$ cat src/include/cpms_pkg.sv
// Package with constants and types for the codec power mode sequencer
// Notes on behaviour
// RQ1: Power-on enters power-down, everything reset and unpowered.
// RQ2: Stay powered down while reset pin low.
// RQ3: Strap high at release: hardware mode, power-up.
// RQ4: Strap low at release: software mode, standby.
// RQ5: Outputs clamped until bit cleared, ramp 200 ms.
// RQ6: DAC audio suppressed for 2000 sample periods.
// RQ7: Host powers down 250 ms before removing supply.
// RQ8: Power may return anytime, no off interval.
// RQ9: Host sends zero data before clock changes.
// RQ10: Clock change forces DAC zero data.
// RQ11: Mute control low in init, reset, mute, power-down.
// RQ12: Hardware mode waits for master clock valid.
// RQ13: Reference ramp mutes serial and analog outputs.
// RQ14: Measure clock ratio over one frame before running.
// RQ15: Software mode powers up when bit written zero.
// RQ16: Host hardware sequence: clocks, release, then serial.
// RQ17: Host software sequence: load, clocks, clear bit.
// RQ18: Power-down waits for muting to complete.
// RQ19: Host mutes inputs before hardware-mode reset.
// RQ20: Synchronise reset, latch strap once at release.
package cpms_pkg;
  localparam int unsigned CLK_HZ = 10_000_000;
  localparam int unsigned RAMP_MS = 200;
  localparam int unsigned RAMP_CYCLES = RAMP_MS * (CLK_HZ / 1000);
  localparam int unsigned DAC_HOLD_SAMPLES = 2000;
  localparam int unsigned RATIO_W = 12;
  localparam int unsigned SAMPLE_W = 12;

  typedef enum logic [0:0] {
    CPMS_MODE_SW,
    CPMS_MODE_HW
  } cpms_mode_t;

  typedef enum {
    CPMS_OFF,
    CPMS_STANDBY,
    CPMS_RAMP,
    CPMS_MEASURE,
    CPMS_WARMUP,
    CPMS_RUN,
    CPMS_MUTING
  } cpms_state_t;

  // Status bundle seen by the rest of the codec
  typedef struct packed {
    logic refs_powered;
    logic analog_clamp;
    logic adc_mute;
    logic dac_zero;
    logic running;
  } cpms_status_t;
endpackage

$ cat src/verilog/cpms_ratio_meter.sv
// Counts reference clock cycles over one frame clock period
`timescale 1ns/1ps
`default_nettype none
module cpms_ratio_meter
  import cpms_pkg::*;
#(
  parameter int unsigned WIDTH = RATIO_W
) (
  // Clock and reset
  input wire logic ref_clk_in,
  input wire logic rst_n_in,
  // Control
  input wire logic enable_in,
  input wire logic frame_rise_in,
  // Result
  output logic done_out,
  output logic [WIDTH-1:0] ratio_out
);
  // Refused at elaboration so a bad width never reaches silicon
  if (WIDTH < 2) begin : bad_width
    $error("cpms_ratio_meter: WIDTH too small");
  end

  logic armed;
  logic [WIDTH-1:0] count;

  // Count from one frame edge to the next; count saturates at all ones, where ratio_out (count plus one) wraps to zero
  always_ff @(posedge ref_clk_in or negedge rst_n_in) begin
    if (!rst_n_in) begin
      armed <= 1'b0;
      count <= '0;
      done_out <= 1'b0;
      ratio_out <= '0;
    end else if (!enable_in) begin
      armed <= 1'b0;
      count <= '0;
      done_out <= 1'b0;
    end else if (!done_out) begin
      if (frame_rise_in && !armed) begin
        armed <= 1'b1;
        count <= '0;
      end else if (frame_rise_in && armed) begin
        ratio_out <= count + WIDTH'(1); // [RQ14]
        done_out <= 1'b1;
      end else if (armed && count != '1) begin
        count <= count + WIDTH'(1);
      end
    end
  end
endmodule
`default_nettype wire

$ cat src/verilog/cpms_sequencer.sv
// Power-up, power-down and mode sequencer for the stereo codec
`timescale 1ns/1ps
`default_nettype none
module cpms_sequencer
  import cpms_pkg::*;
#(
  parameter int unsigned RAMP_COUNT = RAMP_CYCLES,
  parameter int unsigned DAC_HOLD = DAC_HOLD_SAMPLES
) (
  // Clock and power-on reset
  input wire logic ref_clk_in,
  input wire logic nrst_in,
  // Host-driven pins and controls
  input wire logic reset_pin_n_in,
  input wire logic adc_data_strap_in,
  input wire logic power_down_bit_in,
  input wire logic master_clock_valid_in,
  input wire logic frame_clock_in,
  input wire logic clock_change_in,
  input wire logic mute_request_in,
  input wire logic mute_done_in,
  // Status and controls
  output cpms_mode_t mode_out,
  output cpms_status_t status_out,
  output logic [RATIO_W-1:0] clock_ratio_out,
  output logic ext_mute_ctrl_n_out
);
  // Sample counter cannot reach a hold count beyond its width
  if (RAMP_COUNT < 1 || DAC_HOLD < 1 || DAC_HOLD >= (1 << SAMPLE_W)) begin : bad_timing
    $error("cpms_sequencer: bad timing parameter");
  end

  localparam int unsigned RAMP_W = $clog2(RAMP_COUNT + 1);

  logic rst_meta;
  logic rst_sync_n;
  logic pin_meta;
  logic pin_sync;
  logic pin_prev;
  logic frame_prev;
  logic frame_rise;
  logic release_edge;
  cpms_state_t state;
  cpms_state_t next_state;
  logic [RAMP_W-1:0] ramp_count;
  logic [SAMPLE_W-1:0] sample_count;
  logic meter_done;
  logic [RATIO_W-1:0] meter_ratio;

  // Power-on reset release through two flops
  always_ff @(posedge ref_clk_in or negedge nrst_in) begin
    if (!nrst_in) begin
      rst_meta <= 1'b0;
      rst_sync_n <= 1'b0;
    end else begin
      rst_meta <= 1'b1;
      rst_sync_n <= rst_meta;
    end
  end

  // Reset pin synchroniser; first flop feeds only the second
  always_ff @(posedge ref_clk_in or negedge rst_sync_n) begin
    if (!rst_sync_n) begin
      pin_meta <= 1'b0;
      pin_sync <= 1'b0;
      pin_prev <= 1'b0;
    end else begin
      pin_meta <= reset_pin_n_in; // [RQ20]
      pin_sync <= pin_meta;
      pin_prev <= pin_sync;
    end
  end

  assign release_edge = pin_sync && !pin_prev;

  // Strap caught once, on the clocked release of the reset pin
  always_ff @(posedge ref_clk_in or negedge rst_sync_n) begin
    if (!rst_sync_n) begin
      mode_out <= CPMS_MODE_SW;
    end else if (release_edge) begin
      mode_out <= adc_data_strap_in ? CPMS_MODE_HW : CPMS_MODE_SW; // [RQ20] [RQ3] [RQ4]
    end
  end

  always_ff @(posedge ref_clk_in or negedge rst_sync_n) begin
    if (!rst_sync_n) begin
      frame_prev <= 1'b0;
    end else begin
      frame_prev <= frame_clock_in;
    end
  end

  assign frame_rise = frame_clock_in && !frame_prev;

  // Mode is taken from the strap directly on the release cycle
  always_comb begin
    next_state = state;
    unique case (state)
      CPMS_OFF: begin
        if (release_edge) begin
          next_state = adc_data_strap_in ? CPMS_RAMP : CPMS_STANDBY; // [RQ3] [RQ4]
        end
      end
      CPMS_STANDBY: begin
        if (!power_down_bit_in) begin
          next_state = CPMS_RAMP; // [RQ15]
        end
      end
      CPMS_RAMP: begin
        if (ramp_count == RAMP_W'(RAMP_COUNT)) begin
          next_state = CPMS_MEASURE; // [RQ5]
        end
      end
      CPMS_MEASURE: begin
        if (meter_done) begin
          next_state = CPMS_WARMUP; // [RQ14]
        end
      end
      CPMS_WARMUP: begin
        if (sample_count == SAMPLE_W'(DAC_HOLD)) begin
          next_state = CPMS_RUN; // [RQ6]
        end
      end
      CPMS_RUN: begin
        next_state = CPMS_RUN;
      end
      CPMS_MUTING: begin
        if (mute_done_in) begin
          next_state = CPMS_STANDBY; // [RQ18]
        end
      end
    endcase
    // Software power-down from ramp, measure, warm-up or run leaves via the muting state
    if (mode_out == CPMS_MODE_SW && power_down_bit_in && state != CPMS_OFF
        && state != CPMS_STANDBY && state != CPMS_MUTING) begin
      next_state = CPMS_MUTING; // [RQ18]
    end
    if (!pin_sync && state != CPMS_OFF) begin
      next_state = CPMS_OFF; // [RQ2] [RQ8]
    end
  end

  always_ff @(posedge ref_clk_in or negedge rst_sync_n) begin
    if (!rst_sync_n) begin
      state <= CPMS_OFF; // [RQ1]
    end else begin
      state <= next_state;
    end
  end

  // Reference ramp; in hardware mode it waits for a valid master clock
  always_ff @(posedge ref_clk_in or negedge rst_sync_n) begin
    if (!rst_sync_n) begin
      ramp_count <= '0;
    end else if (state != CPMS_RAMP) begin
      ramp_count <= '0;
    end else if ((mode_out == CPMS_MODE_SW || master_clock_valid_in) // [RQ12]
                 && ramp_count != RAMP_W'(RAMP_COUNT)) begin
      ramp_count <= ramp_count + RAMP_W'(1); // [RQ5]
    end
  end

  // Sample periods counted on frame clock edges
  always_ff @(posedge ref_clk_in or negedge rst_sync_n) begin
    if (!rst_sync_n) begin
      sample_count <= '0;
    end else if (state != CPMS_WARMUP) begin
      sample_count <= '0;
    end else if (frame_rise && sample_count != SAMPLE_W'(DAC_HOLD)) begin
      sample_count <= sample_count + SAMPLE_W'(1); // [RQ6]
    end
  end

  cpms_ratio_meter #(
    .WIDTH(RATIO_W)
  ) u_meter (
    .ref_clk_in(ref_clk_in),
    .rst_n_in(rst_sync_n),
    .enable_in(state == CPMS_MEASURE),
    .frame_rise_in(frame_rise),
    .done_out(meter_done),
    .ratio_out(meter_ratio)
  );

  always_ff @(posedge ref_clk_in or negedge rst_sync_n) begin
    if (!rst_sync_n) begin
      clock_ratio_out <= '0;
    end else if (meter_done) begin
      clock_ratio_out <= meter_ratio; // [RQ14]
    end
  end

  // Registered status; outputs are silent until running
  always_ff @(posedge ref_clk_in or negedge rst_sync_n) begin
    if (!rst_sync_n) begin
      status_out <= '{refs_powered: 1'b0, analog_clamp: 1'b1, adc_mute: 1'b1,
                      dac_zero: 1'b1, running: 1'b0}; // [RQ1]
      ext_mute_ctrl_n_out <= 1'b0; // [RQ11]
    end else begin
      status_out.refs_powered <= next_state inside {CPMS_RAMP, CPMS_MEASURE,
                                                    CPMS_WARMUP, CPMS_RUN, CPMS_MUTING};
      status_out.analog_clamp <= next_state inside {CPMS_OFF, CPMS_STANDBY}; // [RQ5]
      status_out.adc_mute <= next_state != CPMS_RUN; // [RQ13]
      status_out.dac_zero <= next_state != CPMS_RUN || clock_change_in; // [RQ6] [RQ10]
      status_out.running <= next_state == CPMS_RUN;
      ext_mute_ctrl_n_out <= !(next_state != CPMS_RUN || mute_request_in
                               || power_down_bit_in && mode_out == CPMS_MODE_SW); // [RQ11]
    end
  end
endmodule
`default_nettype wire

$ cat config.mk
export PLATFORM = sky130hd
export DESIGN_NAME = cpms_sequencer
export DESIGN_NICKNAME = d
export VERILOG_FILES = /design/src/include/cpms_pkg.sv /design/src/verilog/cpms_ratio_meter.sv /design/src/verilog/cpms_sequencer.sv
export SDC_FILE = /design/constraint.sdc
export NUM_CORES = 1
export LEC_CHECK = 0
export BUFFER_PORTS_ARGS = -buffer_cell sky130_fd_sc_hd__buf_2
export CAP_MARGIN = 30
export CELL_PAD_IN_SITES_DETAIL_PLACEMENT = 0
export CELL_PAD_IN_SITES_GLOBAL_PLACEMENT = 1
export CORE_ASPECT_RATIO = 0.75
export CORE_MARGIN = 1.5
export CORE_UTILIZATION = 49
export CTS_BUF_LIST = sky130_fd_sc_hd__clkbuf_16
export DETAILED_ROUTE_END_ITERATION = 16
export GPL_TIMING_DRIVEN = 0
export PLACE_DENSITY = 0.9
export SETUP_SLACK_MARGIN = 0.05
export SYNTH_ARGS = -nofsm -noshare
export SYNTH_HDL_FRONTEND = slang
export SYNTH_HIERARCHICAL = 1
export SYNTH_SLANG_ARGS = --single-unit
$ cat constraint.sdc
create_clock -name ref_clk_in -period 3.9 [get_ports ref_clk_in]
set_input_delay 0.39 -clock ref_clk_in [delete_from_list [all_inputs] [get_ports ref_clk_in]]
set_output_delay 0.39 -clock ref_clk_in [all_outputs]
set_load 0.02 [all_outputs]
==> impl_metrics.ini <==
[outcome]
status = finished clean

[clock_tree]
cts_tree = done
cts.path.max_buffers = 2
cts-htree-levels = 4
clkSinkCount = 116
post-cts-setup-buffers = 0
cts_made_buffers = 17
path_clk_slew_ns = 0.05
clock-root-buffer = clkbuf_16
hold_buffers = 1
clk-insertion-delay-late_ns = 0.41
cts_resized = 0

[routing]
drtAntennaViolNets = 0
m1WireLength_mm = 5.580
drc = 0
dr.max_layer_used = met4
wl_met3_um = 509
wirelength_mm = 11.29
drtIter0Drc = 170
avgRoutedWirePerCell_um = 15.59
dr_wl_met2_mm = 5.070
via_per_inst = 5.590
vias = 4047
dr.pass1.iters = 5

[timing]
fin_tns_setup_ns = 0
period_share_pct = 85.18
slew_viol_final = 0
slew_headroom_pct = 44.63
setup_viol = 0
rsz0062_at_grt = false
min_period_ns = 3.322
hold_viol_final = 0
finalClockSkew_ns = 0.005531
tightest_slew_ns = 0.8305
fmax_ghz = 0.3010

[placed_design]
gp_congestion = 0.8424
port_buffers = 28
dp_cells = 690
hpwlAfterDp_mm = 7.743

[worst_setup_path]
cp.arrival_ns = 3.65
rr_worst_depth = 8
critPathKind = flop to flop
crit_slowest_cell = nor3_1
crit_path_cell_trace = nor4_1, nand4_1, or3_4, nor3_1, inv_1, nor2_1, o21ai_2, a31oi_1
endpoint_kind = flop
cp-start-kind = flop
r2r-start = state[14]
cpPeakStageDelay_ns = 0.58
required_ns = 4.22
crit_fanout = 7
worstSetupStartpoint = state[14]
reg2reg_to = u_meter/count[5]
r2r_slack_ns = 0.58
crit_path_end = u_meter/count[5]

[synth]
synth_top_area_share_pct = 51.35
synthesis.nets = 536
syn_avg_cell_area_sq_um = 10.57
yosys_most_used_dff = dfrtp_1
synth_area_sq_um = 5507
ys_warn_count = 6
synth_seq_cells = 116
synth-edff-count = 0
synth.largest_area_cell = dfrtp_1
async_flop_share_pct = 100.0
synth_area_leaders = dfrtp_1 (51%), xnor2_1 (3.8%), and2_1 (3.6%), nor2_1 (3.4%), mux2_2 (2.7%)
syn_inst = 521
synth-seq-area-share_pct = 52.78
synth.distinct_cells = 67

[finish]
drive_above_1_share_pct = 19.21
post-route-util_pct = 59.22
n_fill_cell = 900
stdcell_count = 724
final_common_cell = dfrtp_1
final_cell_mix = dfrtp_1 (112), nor2_1 (50), nand2_1 (37)
area_delta_synth_final_pct = 17.68
nNetsFinal = 585

[global_route]
grtUsageTotal_pct = 20.51
grt_pass1_vias = 3897
antenna_found_initial = 1
grt_overflow = 0
grt_pass1_wl_mm = 19.06
grt_max_degree = 65

[die]
dieArea_sq_um = 11890
ios = 29
start_util_pct = 50.33
core_area_sq_um = 10940
die_height_um = 94.81
die_w_um = 125.4
placementRows = 33

[min_path]
min_path_type = input pin to flop

[job]
maxCapViolCount = 0

[pwr]
power_uw = 3621
power_leakage_uw = 0.002773
p_per_area_nw_per_um2 = 558.8
ir_drop_mv = 0.3247
through the flow:
stage	hold slack (ns)	cell area [sq um]	worst slack (ns)
finish	0.08604	6480	0.5780
global route	0.07100	6480	0.2477
CTS	0.07361	6477	0.6242
detailed placement	0.1785	5853	0.6542
global placement	0.1761	5822	-0.6983
floorplan	0.09441	5507	0.4344
where the power goes:
group          internal [uW]  total (uW)  switching [uW]
clock                   1060        1610             556
sequential              1260        1310            50.3
combinational            263         696             433
layer usage:
layer | vias up | global-route usage [%]
met2 | 93 | 30.56
met1 | 1999 | 28.32
li1 | 1939 | -
met5 | - | 0
met4 | 0 | 7.860
met3 | 16 | 6.232
layout make-up:
type | instances | area (sq um) | share of cell area (%)
clock buffer | 17 | 425.4 | 6.565
multi-input combinational | 364 | 2411 | 37.21
sequential | 116 | 2910 | 44.91
buffer | 19 | 106.4 | 1.641
inverter | 22 | 82.58 | 1.274
tap | 140 | 175.2 | 2.703
timing repair buffer | 30 | 177.7 | 2.742
clock inverter | 15 | 188.9 | 2.916
antenna | 1 | 2.502 | 0.03862
logic make-up (layout without fill, tap and decap cells):
family / after synthesis / after routing / synth area share, %
other: 1 / 2 / 0.06810
muxes: 16 / 16 / 3.204
AOI/OAI and AO/OA: 85 / 85 / 10.93
xor gates and xnor gates: 34 / 34 / 5.408
adders and majority gates: 5 / 5 / 1.136
buffers and inverters: 41 / 103 / 3.431
DFF: 116 / 116 / 52.78
and+or+nand+nor: 223 / 223 / 23.04
flip-flops by register name, indices dropped and copies added, names as in the netlist, 5 cells and up:
| signal | cells |
|---|---|
| u_meter/count | 12 |
| u_meter/ratio_out | 12 |
| status_out | 5 |
| sample_count | 12 |
| clock_ratio_out | 12 |
| ramp_count | 21 |
| state | 32 |
synthesized netlist by cell type, types with 4 or more instances:
library cell,n
nand4_1,7
nor2_1,50
nand3_1,15
and4b_1,4
and2_1,32
o21a_1,5
o21ai_0,24
nor4_1,12
ha_1,5
o211ai_1,4
nor2b_1,7
inv_1,22
a21oi_2,4
a31oi_1,10
nor3_1,13
buf_2,7
xor2_1,10
nand2b_1,8
dfrtp_1,113
mux2_2,13
or3_1,8
a21oi_1,11
xnor2_1,24
nand2_1,37
clkbuf_1,8
how the worst min path moves through the flow:
stage | cells past startpoint | slack (ns) | startpoint | endpoint
after CTS | 1 | 0.07 | reset_pin_n_in | pin_meta
after global routing | 1 | 0.07 | reset_pin_n_in | pin_meta
after detailed placement | 1 | 0.18 | nrst_in | rst_meta
after floorplan | 0 | 0.09 | nrst_in | rst_meta
final | 1 | 0.09 | reset_pin_n_in | pin_meta
after global placement | 1 | 0.18 | nrst_in | rst_meta
worst max-delay path, delay by kind of cell, from the launching register on:
kind,cells,cell delay [ns]
AND/OR/NAND/NOR,5,2.27
AO/OA/AOI/OAI,2,0.44
flip-flops,1,0.38
buffers and inverters,1,0.14
Power figures use the tool's default switching activity.
